<file path="src/udq_defines.svh">
// udq_defines.svh: named constants for the ultra dma cable qualification block.
// assumes a 25 MHz core clock; included by its bare name.
`ifndef UDQ_DEFINES_SVH
`define UDQ_DEFINES_SVH
`define UDQ_CLK_PERIOD_NS 40
`define UDQ_SETTLE_NS 1000
`define UDQ_SETTLE_CYC ((`UDQ_SETTLE_NS + `UDQ_CLK_PERIOD_NS - 1) / `UDQ_CLK_PERIOD_NS)
`define UDQ_MODE_SLOW_MAX 3'h2
`define UDQ_MODE_FAST_MAX 3'h4
`define UDQ_SLACK_SLOW 3'h2
`define UDQ_SLACK_FAST 3'h3
`define UDQ_CYC_M0 8'hEB
`define UDQ_CYC_M1 8'hA0
`define UDQ_CYC_M2 8'h78
`define UDQ_CYC_M3 8'h5A
`define UDQ_CYC_M4 8'h3C
`endif

</file>
<file path="src/udq_pkg.sv">
// udq_pkg.sv: types shared by the cable qualification block.
// assumes udq_defines.svh is on the include path.
package udq_pkg;
  typedef enum logic [1:0] {
    UDQ_IDLE = 2'h0,
    UDQ_SETTLE = 2'h1,
    UDQ_DONE = 2'h3
  } udq_state_t;

  typedef struct packed {
    logic cable_known;
    logic cable80;
    logic [2:0] mode;
    logic [7:0] cycle_ns;
  } udq_status_t;
endpackage : udq_pkg

</file>
<file path="src/udq_cable_qual.sv">
// udq_cable_qual.sv: host cable check, mode limit and receive skid buffer.
// assumes word strobes are already decoded into clk-domain valid pulses;
// the cable-identify pin is asynchronous and is synchronised here.
`timescale 1ns/10ps
`default_nettype none
`include "udq_defines.svh"

module udq_cable_qual #(
  parameter int WIDTH = 16,
  parameter int DEPTH = 4,
  parameter int SETTLE_CYC = `UDQ_SETTLE_CYC
) (
  input wire logic clk,
  input wire logic rst_n,
  input wire logic cblid_pin,
  input wire logic detect_start,
  input wire logic use_identify,
  input wire logic identify_valid,
  input wire logic identify_cable80,
  input wire logic [2:0] mode_req,
  output udq_pkg::udq_status_t status,
  input wire logic in_valid,
  input wire logic [WIDTH-1:0] in_data,
  output logic in_ready,
  output logic dmardy,
  output logic out_valid,
  output logic [WIDTH-1:0] out_data,
  input wire logic out_ready
);
  import udq_pkg::*;

  localparam int CW = $clog2(DEPTH + 1);
  localparam int AW = (DEPTH > 1) ? $clog2(DEPTH) : 1;
  localparam int TW = $clog2(SETTLE_CYC + 1);

  if (DEPTH < 4 || (DEPTH & (DEPTH - 1)) != 0) begin : g_bad_depth
    $error("DEPTH must be a power of two of at least 4");
  end
  if (SETTLE_CYC < 1 || WIDTH < 1) begin : g_bad_size
    $error("SETTLE_CYC and WIDTH must be positive");
  end

  logic cblid_meta_reg;
  logic cblid_sync_reg;
  udq_state_t state_reg;
  logic [TW-1:0] timer_reg;
  logic [TW-1:0] settle_len_reg;
  logic known_reg;
  logic c80_reg;
  logic [2:0] mode_reg;
  logic [7:0] cyc_reg;
  logic [2:0] mode_next;
  logic [7:0] cyc_next;
  logic [2:0] cap;
  logic [WIDTH-1:0] mem_reg [DEPTH];
  logic [AW-1:0] wr_reg;
  logic [AW-1:0] rd_reg;
  logic [CW-1:0] cnt_reg;
  logic [CW-1:0] free;
  logic [2:0] slack;
  logic push;
  logic pop;

  // pin is asynchronous to clk; reset to the pull-up level so an early
  // sample reads as 40-conductor, the safe answer
  always_ff @(posedge clk or negedge rst_n) begin
    if (!rst_n) begin
      cblid_meta_reg <= 1'b1;
      cblid_sync_reg <= 1'b1;
    end else begin
      cblid_meta_reg <= cblid_pin;
      cblid_sync_reg <= cblid_meta_reg;
    end
  end

  // detection: wait for the line to settle, then sample it
  always_ff @(posedge clk or negedge rst_n) begin
    if (!rst_n) begin
      state_reg <= UDQ_IDLE;
      timer_reg <= '0;
      known_reg <= 1'b0;
      c80_reg <= 1'b0;
    end else begin
      unique case (state_reg)
        UDQ_IDLE, UDQ_DONE: begin
          if (detect_start && !use_identify) begin
            state_reg <= UDQ_SETTLE;
            timer_reg <= TW'(SETTLE_CYC - 1);
            known_reg <= 1'b0;
            c80_reg <= 1'b0;
          end else if (use_identify && identify_valid) begin
            // drive already discharged and sampled the line
            state_reg <= UDQ_DONE;
            known_reg <= 1'b1;
            c80_reg <= identify_cable80;
          end
        end
        UDQ_SETTLE: begin
          if (timer_reg == '0) begin
            state_reg <= UDQ_DONE;
            known_reg <= 1'b1;
            c80_reg <= ~cblid_sync_reg;
          end else begin
            timer_reg <= timer_reg - 1'b1;
          end
        end
        default: begin
          state_reg <= UDQ_IDLE;
        end
      endcase
    end
  end

  // independent count of settle cycles, so the length check does not reuse the timer
  always_ff @(posedge clk or negedge rst_n) begin
    if (!rst_n) begin
      settle_len_reg <= '0;
    end else if (state_reg == UDQ_SETTLE) begin
      settle_len_reg <= settle_len_reg + 1'b1;
    end else begin
      settle_len_reg <= '0;
    end
  end

  // mode cap and cycle time lookup
  always_comb begin
    cap = (known_reg && c80_reg) ? `UDQ_MODE_FAST_MAX : `UDQ_MODE_SLOW_MAX;
    mode_next = (mode_req > cap) ? cap : mode_req;
    unique case (mode_next)
      3'h0: cyc_next = `UDQ_CYC_M0;
      3'h1: cyc_next = `UDQ_CYC_M1;
      3'h2: cyc_next = `UDQ_CYC_M2;
      3'h3: cyc_next = `UDQ_CYC_M3;
      default: cyc_next = `UDQ_CYC_M4;
    endcase
  end

  always_ff @(posedge clk or negedge rst_n) begin
    if (!rst_n) begin
      mode_reg <= 3'h0;
      cyc_reg <= `UDQ_CYC_M0;
    end else begin
      mode_reg <= mode_next;
      cyc_reg <= cyc_next;
    end
  end

  assign status = '{cable_known: known_reg, cable80: c80_reg, mode: mode_reg,
                    cycle_ns: cyc_reg};

  // receive buffer: ready drops while room for the in-flight words remains
  assign slack = (mode_reg > `UDQ_MODE_SLOW_MAX) ? `UDQ_SLACK_FAST : `UDQ_SLACK_SLOW;
  assign free = CW'(DEPTH) - cnt_reg;
  assign dmardy = free > CW'(slack);
  assign in_ready = cnt_reg != CW'(DEPTH);
  assign push = in_valid && in_ready;
  assign pop = out_valid && out_ready;
  assign out_valid = cnt_reg != '0;
  assign out_data = mem_reg[rd_reg];

  always_ff @(posedge clk) begin
    if (push) begin
      mem_reg[wr_reg] <= in_data;
    end
  end

  always_ff @(posedge clk or negedge rst_n) begin
    if (!rst_n) begin
      wr_reg <= '0;
      rd_reg <= '0;
      cnt_reg <= '0;
    end else begin
      if (push) begin
        wr_reg <= wr_reg + 1'b1;
      end
      if (pop) begin
        rd_reg <= rd_reg + 1'b1;
      end
      if (push && !pop) begin
        cnt_reg <= cnt_reg + 1'b1;
      end else if (pop && !push) begin
        cnt_reg <= cnt_reg - 1'b1;
      end
    end
  end
endmodule : udq_cable_qual
`default_nettype wire

</file>
<file path="config.mk">
export PLATFORM = sky130hd
export DESIGN_NAME = udq_cable_qual
export DESIGN_NICKNAME = d
export VERILOG_FILES = /design/src/udq_pkg.sv /design/src/udq_cable_qual.sv
export VERILOG_INCLUDE_DIRS = /design/src
export SDC_FILE = /design/constraint.sdc
export NUM_CORES = 1
export LEC_CHECK = 0
export BUFFER_PORTS_ARGS = -buffer_cell sky130_fd_sc_hd__buf_2
export CAP_MARGIN = 20
export CORE_ASPECT_RATIO = 0.9
export CORE_MARGIN = 2
export CORE_UTILIZATION = 51
export DETAILED_ROUTE_END_ITERATION = 7
export PLACE_DENSITY_LB_ADDON = 0.12
export SLEW_MARGIN = 20
export SYNTH_ARGS = -nofsm -noshare
export SYNTH_HDL_FRONTEND = slang
export SYNTH_SLANG_ARGS = --single-unit
export TNS_END_PERCENT = 1
</file>
<file path="constraint.sdc">
create_clock -name clk -period 2.4 [get_ports clk]
set_clock_uncertainty 0.2 [all_clocks]
set_input_delay 0.12 -clock clk [delete_from_list [all_inputs] [get_ports clk]]
set_output_delay 0.12 -clock clk [all_outputs]
set_load 0.05 [all_outputs]
</file>
* Yosys cells after proc, flatten, opt, wreduce, memory -nomap -nowiden
Memory sizes are Yosys's and may differ from the RTL's.
Index checks and enable logic that the tools add are counted.
** Word-level totals
- RAM bits :: 64
- Memories kept :: 1
- Flip-flop bits (word level) :: 29
** Memory list
- mem_reg :: words 4, width 16, read ports 1, clocked after memory_dff 0, write ports 1, RTL line udq_cable_qual.sv:55 : logic [WIDTH-1:0] mem_reg [DEPTH];
** Cells by class
- $add $sub $neg :: 6
- Equality and inequality tests :: 10
- Bitwise operators :: 1
- $lt $le $gt $ge :: 3
- Reduce and logical (&&, ||, !) cells :: 20
- Mux-type cells :: 23
** Operators with widths (count)
- $pmux 8 s4 :: 1
- $mux 3 :: 4
- $mux 5 :: 2
- $pmux 5 s2 :: 1
- $mux 1 :: 9
- $logic_and 1x1->1 :: 7
- $eq 3x2->1 const B :: 2
- $mux 2 :: 3
- $ne 2x2->1 const B :: 3
- $ne 3x3->1 const B :: 2
- $reduce_and 3->1 :: 2
- $logic_not 5->1 :: 1
- $sub 5x1->5 const B :: 1
- $add 2x1->2 const B :: 2
- $pmux 1 s2 :: 2
- $pmux 2 s2 :: 1
- $reduce_bool 2->1 :: 2
- $add 3x1->3 const B :: 1
- $eq 3x1->1 const B :: 1
- $gt 3x2->1 :: 1
- $gt 3x2->1 const B :: 1
- $gt 3x3->1 :: 1
- $logic_not 1->1 :: 3
- $logic_not 3->1 :: 1
- other kinds (9) :: 9

* Depth between registers and ports, before layout
Gate-level depths: netlist of the first run.
- Depth after elaboration :: 6
- Mapped depth :: 11
- Depth with buffers taken out :: 11

* Least setup slack after synthesis of the first run
No wires, ideal clock.
- Path type :: register -> register
- From :: reg cnt_reg[0]
- To :: reg cnt_reg[1]
- Stages on the path, launching flop included :: 10
- Required time :: 2075 ps
- Arrival :: 2250 ps
- Path slack :: -175 ps
- Cell sequence :: dfrtp_1 > inv_1 > ha_1 > ha_1 > inv_1 > nand2_1 > ha_1 > inv_1 > fa_1 > mux2_2
** On the way
- Cells in the longest elaborated chain, start to end :: 5
- Elaborated cells on any way between the ends :: 13
- Those cells by class :: add/sub: 2; eq/ne: 1; mux: 2; reduce/logical: 8
** Ends and longest elaborated chain
- from (decl) :: RTL line udq_cable_qual.sv:58 : logic [CW-1:0] cnt_reg;
- from (signal assigned) :: RTL line udq_cable_qual.sv:180 : cnt_reg <= cnt_reg + 1'b1;
- from (signal assigned) :: RTL line udq_cable_qual.sv:182 : cnt_reg <= cnt_reg - 1'b1;
- $reduce_bool 3->1 * :: RTL line udq_cable_qual.sv:158 : assign out_valid = cnt_reg != '0;
- via out_valid :: RTL line udq_cable_qual.sv:26 : output logic out_valid,
- $logic_and 1x1->1 * :: RTL line udq_cable_qual.sv:157 : assign pop = out_valid && out_ready;
- $logic_not 1->1 :: RTL line udq_cable_qual.sv:179 : if (push && !pop) begin
- $logic_and 1x1->1 :: RTL line udq_cable_qual.sv:179
- $mux 3 or $reduce_bool 2->1 (tied branches)
The timed path passes the listed nets; every way through them passes the cells marked *. The select of a mux whose other input is x is not followed.
A chain may end at the register's enable or synchronous reset.

* Worst setup path in the final report of the first run
- From :: reg cnt_reg[1]
- To :: reg cnt_reg[2]
** On the way
- Cells in the longest elaborated chain, start to end :: 5
- Elaborated cells on any way between the ends :: 13
- Those cells by class :: add/sub: 2; eq/ne: 1; mux: 2; reduce/logical: 8
** Ends and longest elaborated chain
- parallel branches: the longest is 5 deep, another holds $sub 3x1->3
Several ways; the timed one is not identified. The select of a mux whose other input is x is not followed.

==> results of run 1 <==
## cell usage after synthesis, types with 4 or more instances
cell type / n / share of area, %
edfxtp_1: 64 / 49
dfrtp_1: 21 / 13
inv_1: 19 / 1.8
ha_1: 16 / 5.1
mux4_2: 16 / 9.2
nand2_1: 10 / 0.96
dfstp_2: 8 / 5.4
o21ai_0: 7 / 0.90
and2_1: 5 / 0.80
nor2_1: 5 / 0.48
xnor2_1: 5 / 1.1
a21oi_1: 4 / 0.51
## through the flow
stage	total power, µW	setup WS (ns)	area (µm²)	hold slack [ns]
5_1_grt	6921	0.05354	4880	0.07838
2_1_floorplan	4879	0.02344	3953	-0.3756
6_report	6513	0.1692	4880	0.07558
3_5_place_dp	5590	0.1012	4436	-0.01280
4_1_cts	6597	0.08113	4877	0.06036
3_3_place_gp	5541	0.1452	4436	-0.01669
## power groups by stage
| stage | combinational (µW) | sequential [µW] | clock, µW |
|---|---|---|---|
| 6_report | 3200 | 2360 | 960 |
| 3_3_place_gp | 3160 | 2380 | 0 |
| 2_1_floorplan | 2320 | 2560 | 0 |
| 5_1_grt | 3460 | 2400 | 1060 |
| 4_1_cts | 3240 | 2360 | 998 |
| 3_5_place_dp | 3200 | 2390 | 0 |
## layer usage
layer  GRT usage [%]  vias to the layer above
li1                -                     1061
met4           5.455                        0
met2           28.41                       48
met5               0                        -
met1           21.20                     1060
met3           6.061                       10
## worst max path at each step
stage	start	endpoint	slack, ns
floorplan	cnt_reg[1]$_DFFE_PN0P_	cnt_reg[2]$_DFFE_PN0P_	0.02
global placement	cnt_reg[1]$_DFFE_PN0P_	cnt_reg[2]$_DFFE_PN0P_	0.15
detailed placement	cnt_reg[1]$_DFFE_PN0P_	cnt_reg[2]$_DFFE_PN0P_	0.10
CTS	cnt_reg[1]$_DFFE_PN0P_	cnt_reg[2]$_DFFE_PN0P_	0.08
global route	cnt_reg[1]$_DFFE_PN0P_	cnt_reg[2]$_DFFE_PN0P_	0.05
finish	cnt_reg[1]$_DFFE_PN0P_	cnt_reg[2]$_DFFE_PN0P_	0.17
## final cells by class
class                   instances  share of cell area, %
flip-flops and latches         93                  54.46
multi-input cells             110                  24.03
repair buffers                 94                  13.79
clock buffers                   9                  2.538
well taps                      96                  2.462
inverters                      19                  1.538
clock inverters                 7                  1.179
## cells by family after synthesis
logic type      count (synthesis)  synth area share [%]
mux                            21                 10.57
fa+ha+maj                      17                 5.639
compound gates                 30                 5.864
buf+inv                        28                 3.076
simple gates                   36                 5.447
flops                          93                 68.05
xor+xnor                        6                 1.346
## critical path, cell delays in order, from the launching register on
cell and delay [ns]:
dfrtp_1 0.40, inv_1 0.09, ha_4 0.17, ha_1 0.19, nor2b_2 0.17, ha_4 0.16, inv_1 0.05, fa_2 0.33
xor2_1 0.16, nor2_1 0.13, xnor2_1 0.12
## timing repair
action                                  CTS  global route
endpoints found under the hold margin   109             0
hold buffers                             26             0
gates resized for setup                   0             1
endpoints found under the setup margin    0             2
==> metrics.yaml, run 1 <==
critical_path:
  reg2reg_depth: 10
  end_kind: "register"
  worstSetupPathType: "register to register"
  timing.rr.start: "cnt_reg[1]$_DFFE_PN0P_"
  reg2reg_setup_slack_ns: 0.17
  required_ns: 2.49
  start_kind: "register"
  cp.arrival_ns: 2.32
  r2r-end: "cnt_reg[2]$_DFFE_PN0P_"
  crit_fanout: 3
global_route:
  grt_max_degree: 30
  grt_use_total_pct: 17.18
  grt_pass1_vias: 2207
  grt_pass1_wl_um: 10540
  antenna_found_initial: 0
  grt.overflow.total: 0
cells_and_area:
  antenna_cells: 0
  syn2layout_area_growth_pct: 24.96
  fin_util_pct: 65.33
  final-seq-area_um2: 2658
  fillers: 536
  instances_no_fill: 428
  final_common_cell: "edfxtp_1"
  multi_input_area_um2: 1172
  drive_gt1_share_pct: 37.05
  nets: 372
  final_cell_mix: "64 x edfxtp_1, 59 x buf_2, 26 x dlygate4sd3_1, 21 x dfrtp_1, 17 x inv_1"
  largest_register_ffs: 64
pwr:
  switching_share_pct: 43.14
  comb_power_share_pct: 49.1
  p_seq_share_pct: 36.2
  vdd_ir_drop_max_v: 0.0007212
  p_int_uw: 3703
  clockPowerShare_pct: 14.7
  p_per_area_nw_per_um2: 1335
  p_leak_uw: 0.001917
  switching_power_uw: 2810
synthesis:
  synth.yosys.seq_area_share_pct: 68.06
  synth_edf_count: 64
  synth_seq_cells: 93
  netlist_instances: 231
  syn_area_um2: 3905
  ys_async_sr_fraction_pct: 31.18
  synthFlopType: "edfxtp_1"
  ys_warn_count: 0
  syn_nets: 276
  synth_cell_type_count: 43
  syn_avg_cell_area_um2: 16.90
place:
  gp_congestion: 0.7804
  dp_cells: 386
  numPortBuffers: 59
  dp_hpwl_um: 4260
hold_path:
  min_path_cells: 4
  hp-class: "input port to register"
  min-delay-start: "in_valid"
  whs_endpoint: "cnt_reg[0]$_DFFE_PN0P_"
detailed_routing:
  met3_length_um: 327
  wl_um: 6555
  num_vias: 2179
  wl_met2_um: 3260
  routedWlPerCell_um: 15.32
  remaining_drc_errors: 0
  wl_met1_um: 2872
  firstDrtPassIters: 4
  postRouteAntennaNets: 0
  vias_per_cell: 5.091
  top_layer_used: "met4"
  drt-initial-drc-count: 59
floorplan:
  dieHeight_um: 87.01
  ios: 60
  fp.dieArea_um2: 8373
  initial_core_util_pct: 52.28
  die_w_um: 96.24
  row_count: 30
  fp.coreArea_um2: 7470
timing:
  period_needed_ns: 2.231
  rsz0062_at_grt: "no"
  setup_tns_ns: 0
  relSlewSlack_pct: 57.37
  setup_viol: 0
  clock.fmax_mhz: 448.3
  finalCritPeriodShare_pct: 92.95
  drv_slew: 0
  worstMarginPinSlew_ns: 0.6395
  hold_viol: 0
clock_network:
  cts_root_buf: "clkbuf_8"
  cts_setup_buffers: 0
  cts_made_buffers: 9
  clock_path_buffers: 2
  cts.sinks: 93
  clock_latency_ns: 0.36
  path_clk_slew_ns: 0.09
  htree_levels: 3
  cts_tree: "built"
job:
  drv_cap: 0
status:
  status: "complete, no violations"
Power figures use the tool's default switching activity.
==> run 2: changes to the inputs <==
CTS_BUF_LIST = sky130_fd_sc_hd__clkbuf_16   (was unset)
==> run 2 against run 1 <==
Clock-buffer cell count unchanged; critical path depth unchanged; global-route usage rose by 0.18 points; first-iteration DRC count is 10% higher; total power increased by 5.7%; non-clock buffer count is 1 lower; combinational power hardly changed; sequential share of layout area is 1.0 points lower; via count decreased by 0.41%; largest power group unchanged; highest routed layer unchanged.
==> metrics.yaml, run 2 (synthesis gave the netlist of run 1 again) <==
critical_path:
  critPathLaunch: "cnt_reg[1]$_DFFE_PN0P_"
  crit_end: "cnt_reg[2]$_DFFE_PN0P_"
  timing.rr.start: "cnt_reg[1]$_DFFE_PN0P_"
  required_ns: 2.46
  cp.arrival_ns: 2.29
  crit_fanout: 3
  start_kind: "register"
  r2r-end: "cnt_reg[2]$_DFFE_PN0P_"
  reg2reg_depth: 10
  end_kind: "register"
  worstSetupPathType: "register to register"
  reg2reg_setup_slack_ns: 0.17
place:
  dp_hpwl_um: 4260
  gp_congestion: 0.7804
  placed_cell_area_um2: 4436
  numPortBuffers: 59
cells_and_area:
  final_common_cell: "edfxtp_1"
  final_cell_area_um2: 4971
  syn2layout_area_growth_pct: 27.30
  multi_input_area_um2: 1172
  drive_gt1_share_pct: 37.16
  nets: 371
  final-seq-area_um2: 2658
  final_cell_mix: "64 x edfxtp_1, 59 x buf_2, 25 x dlygate4sd3_1, 21 x dfrtp_1, 17 x inv_1"
  fin_util_pct: 66.55
  antenna_cells: 0
  largest_register_ffs: 64
  fillers: 526
pwr:
  p_seq_share_pct: 34.3
  p_int_uw: 4031
  power_uw: 6881
  p_leak_uw: 0.001959
  p_per_area_nw_per_um2: 1384
  vdd_ir_drop_max_v: 0.0006925
  switching_power_uw: 2851
  comb_power_share_pct: 46.4
  switching_share_pct: 41.43
  clockPowerShare_pct: 19.3
detailed_routing:
  routedWlPerCell_um: 15.42
  num_vias: 2170
  postRouteAntennaNets: 0
  vias_per_cell: 5.082
  remaining_drc_errors: 0
  firstDrtPassIters: 4
  drt-initial-drc-count: 65
  wl_um: 6585
floorplan:
  row_count: 30
  dieHeight_um: 87.01
  die_w_um: 96.24
  initial_core_util_pct: 52.28
  fp.coreArea_um2: 7470
  ios: 60
  fp.dieArea_um2: 8373
global_route:
  grt.overflow.total: 0
  grt_use_total_pct: 17.36
  grt_pass1_wl_um: 10630
  antenna_found_initial: 0
  grt_pass1_vias: 2231
  grt_max_degree: 30
timing:
  setup_viol: 0
  whs_ns: 0.03516
  period_needed_ns: 2.227
  setup_tns_ns: 0
  hold_viol: 0
  rsz0062_at_grt: "no"
  drv_slew: 0
  worstMarginPinSlew_ns: 0.5999
  finalCritPeriodShare_pct: 92.80
  clock.fmax_mhz: 449.0
  relSlewSlack_pct: 58.97
clock_network:
  cts_root_buf: "clkbuf_16"
  htree_levels: 3
  cts_setup_buffers: 0
  cts.sinks: 93
  cts_tree: "built"
  cts_made_buffers: 9
  path_clk_slew_ns: 0.07
  clock_latency_ns: 0.34
  clock_path_buffers: 2
status:
  status: "complete, no violations"
hold_path:
  hp-class: "input port to register"
job:
  drv_cap: 0
[run 2: changes by cell type in the layout (fill, tap and decap cells not counted)]
cell	before	now
dlygate4sd3_1	26	25
clkbuf_8	9	0
clkbuf_16	0	9
[run 2: power groups by stage]
stage / registers [µW] / logic [µW] / clock network (µW)
finish: 2360 / 3200 / 1330
CTS: 2360 / 3240 / 1360
floorplan: 2560 / 2320 / 0
global route: 2400 / 3460 / 1440
global placement: 2380 / 3160 / 0
detailed placement: 2390 / 3200 / 0
[run 2: worst min path at each step]
stage	slack [ns]	endpoint	depth (start not counted)	from
after global routing	0.06	timer_reg[4]$_DFFE_PN0P_	4	use_identify
after detailed placement	-0.01	cnt_reg[0]$_DFFE_PN0P_	1	rst_n
final	0.04	timer_reg[4]$_DFFE_PN0P_	4	use_identify
after floorplan	-0.38	c80_reg$_DFFE_PN0P_	0	rst_n
after CTS	0.03	timer_reg[4]$_DFFE_PN0P_	4	use_identify
after global placement	-0.02	cnt_reg[0]$_DFFE_PN0P_	1	rst_n
[run 2: area by class of cell]
cell class / count / share of cell area (%)
Clock buffer: 9 / 4.531
Clock inverter: 7 / 1.158
Inverter: 19 / 1.510
Multi-Input combinational cell: 110 / 23.58
Sequential cell: 93 / 53.46
Tap cell: 96 / 2.416
Timing Repair Buffer: 93 / 13.34
[run 2: layer usage]
layer,GRT usage [%],routed length [µm],share of wire [%],vias to the layer above
li1,-,-,-,1055
met1,21.65,2870,44,1054
met2,28.54,3299,50,55
met3,6.840,365,5.5,6
met4,4.286,50,0.76,0
met5,0,0,0,-
[run 2: what timing repair did]
item | CTS | global route
gates resized for setup | 0 | 1
setup endpoints to repair | 0 | 2
hold endpoints to repair | 99 | 0
hold buffers | 25 | 0
[run 2: worst max-delay path: stages (launching register included)]
cell	delay, ns
dfrtp_1	0.39
inv_1	0.09
ha_4	0.17
ha_1	0.19
nor2b_2	0.17
ha_4	0.16
inv_1	0.05
fa_2	0.33
xor2_1	0.16
nor2_1	0.13
xnor2_1	0.12
[run 2: metrics by stage]
step,cells,worst slack [ns]
final,427,0.1727
after global routing,427,0.06034
after CTS,427,0.08710
after detailed placement,386,0.1012
after global placement,386,0.1452
after floorplan,231,0.02344
==> run 3: changes to the inputs <==
PLACE_DENSITY = 0.76   (was unset)
PLACE_DENSITY_LB_ADDON = unset   (was 0.12)
==> run 3 against run 2 <==
Sequential power about the same; register-to-register slack got worse by 0.02 ns; total power increased by 0.42%; worst setup slack got worse by 0.019 ns; non-clock buffer count decreased by 1; critical path type unchanged; largest power group unchanged; highest routed layer unchanged.
==> metrics.yaml, run 3 (synthesis gave the netlist of run 1 again) <==
critical_path:
  required_ns: 2.46
  end_kind: "register"
  critPathTopFamily: "adder cells"
  slowest_delay_ns: 0.39
  worst-path-buf-inv: 2
  cp.arrival_ns: 2.31
  start_kind: "register"
  cpMaxStageDelayCell: "dfrtp_1"
  reg2reg_setup_slack_ns: 0.15
  path_cells: "inv_1, ha_4, ha_1, nor2b_2, ha_4, inv_1, fa_2, xor2_1, nor2_1, xnor2_1"
  crit_fanout: 3
  worstSetupPathType: "register to register"
timing:
  finalCritPeriodShare_pct: 93.58
  relSlewSlack_pct: 56.82
  clock.fmax_mhz: 445.3
  setup_viol: 0
  hold_viol: 0
  period_needed_ns: 2.246
  drv_slew: 0
  worstMarginPinSlew_ns: 0.6314
  rsz0062_at_grt: "no"
  setup_tns_ns: 0
cells_and_area:
  final_cell_mix: "64 x edfxtp_1, 59 x buf_2, 25 x dlygate4sd3_1, 21 x dfrtp_1, 17 x inv_1"
  nets: 370
  final_common_cell: "edfxtp_1"
  syn2layout_area_growth_pct: 27.11
  drive_gt1_share_pct: 36.97
  fin_util_pct: 66.45
  largest_register_ffs: 64
  fillers: 516
  antenna_cells: 0
place:
  numPortBuffers: 59
  dp_hpwl_um: 4568
  gp_congestion: 0.7715
floorplan:
  fp.dieArea_um2: 8373
  initial_core_util_pct: 52.28
  row_count: 30
  ios: 60
  dieHeight_um: 87.01
  fp.coreArea_um2: 7470
  die_w_um: 96.24
global_route:
  grt_pass1_wl_um: 11250
  grt_max_degree: 30
  grt_pass1_vias: 2356
  grt.overflow.total: 0
  antenna_found_initial: 0
  grt_use_total_pct: 18.44
clock_network:
  cts_root_buf: "clkbuf_16"
  htree_levels: 3
  clock_path_buffers: 2
  path_clk_slew_ns: 0.06
  cts.sinks: 93
  cts_tree: "built"
  clock_latency_ns: 0.33
  cts_setup_buffers: 0
  cts_made_buffers: 9
detailed_routing:
  vias_per_cell: 5.300
  routedWlPerCell_um: 16.55
  wl_um: 7050
  drt-initial-drc-count: 137
  postRouteAntennaNets: 0
  remaining_drc_errors: 0
  firstDrtPassIters: 4
  num_vias: 2258
pwr:
  clockPowerShare_pct: 19.0
  p_int_uw: 4025
  switching_share_pct: 41.75
  comb_power_share_pct: 46.7
  p_seq_share_pct: 34.3
  vdd_ir_drop_max_v: 0.0009972
  p_leak_uw: 0.001953
  p_per_area_nw_per_um2: 1392
  switching_power_uw: 2885
status:
  status: "complete, no violations"
hold_path:
  hp-class: "input port to register"
job:
  drv_cap: 0
-- run 3: cell types whose count changed in the layout (fill, tap and decap cells not counted), sizes merged --
cell / previous run / this run
clkinv: 2 / 3
buf: 68 / 67
inv: 22 / 21
-- run 3: cell type report --
type                    count  area, µm²  share of cell area (%)
clock buffers               9      225.2                   4.537
well taps                  96      120.1                   2.420
inverters                  19      75.07                   1.512
multi-input cells         110       1172                   23.62
flip-flops and latches     93       2658                   53.54
clock inverters             7      57.56                   1.160
repair buffers             92      655.6                   13.21
-- run 3: what timing repair did --
action | 4_1_cts | 5_1_grt
resized for setup | 0 | 1
hold endpoints to repair | 107 | 0
hold buffers | 25 | 0
endpoints found under the setup margin | 0 | 1
-- run 3: worst min-delay path, stage by stage --
cell     delay (ns)
buf_2          0.10
nor2b_1        0.09
a21oi_1        0.14
o21ai_0        0.08
-- run 3: final timing paths --
path,from,to,depth (start not counted)
min in group asynchronous,rst_n,timer_reg[0]$_DFFE_PN0P_,2
max reg2reg,cnt_reg[1]$_DFFE_PN0P_,cnt_reg[2]$_DFFE_PN0P_,10
max,cnt_reg[1]$_DFFE_PN0P_,cnt_reg[2]$_DFFE_PN0P_,10
min reg2reg,cblid_meta_reg$_DFF_PN1_,cblid_sync_reg$_DFF_PN1_,0
min,use_identify,timer_reg[3]$_DFFE_PN0P_,4
max in group asynchronous,rst_n,rd_reg[0]$_DFFE_PN0P_,2
-- run 3: metrics by stage --
stage | cells | total power (µW) | hold slack, ns | setup slack (ns) | instance area [µm²]
4_1_cts | 426 | 6984 | 0.02365 | 0.05141 | 4961
6_report | 426 | 6910 | 0.03637 | 0.1541 | 4964
3_5_place_dp | 385 | 5602 | -0.02123 | 0.04842 | 4428
5_1_grt | 426 | 7290 | 0.06653 | 0.01261 | 4964
3_3_place_gp | 385 | 5527 | -0.02568 | 0.1330 | 4428
2_1_floorplan | 231 | 4879 | -0.3756 | 0.02344 | 3953
-- run 3: routing by layer --
metal | part of all wire (%) | global-route usage (%) | vias up
met2 | 51 | 30.18 | 63
met5 | 0 | 0 | -
met3 | 5.1 | 6.147 | 8
li1 | - | - | 1062
met4 | 1.3 | 5.844 | 0
met1 | 42 | 23.30 | 1125
-- run 3: power by group through the flow --
stage	logic, µW	clock network, µW	registers (µW)
floorplan	2320	0	2560
global placement	3150	0	2380
detailed placement	3200	0	2400
CTS	3260	1350	2370
global route	3470	1410	2410
finish	3220	1320	2370
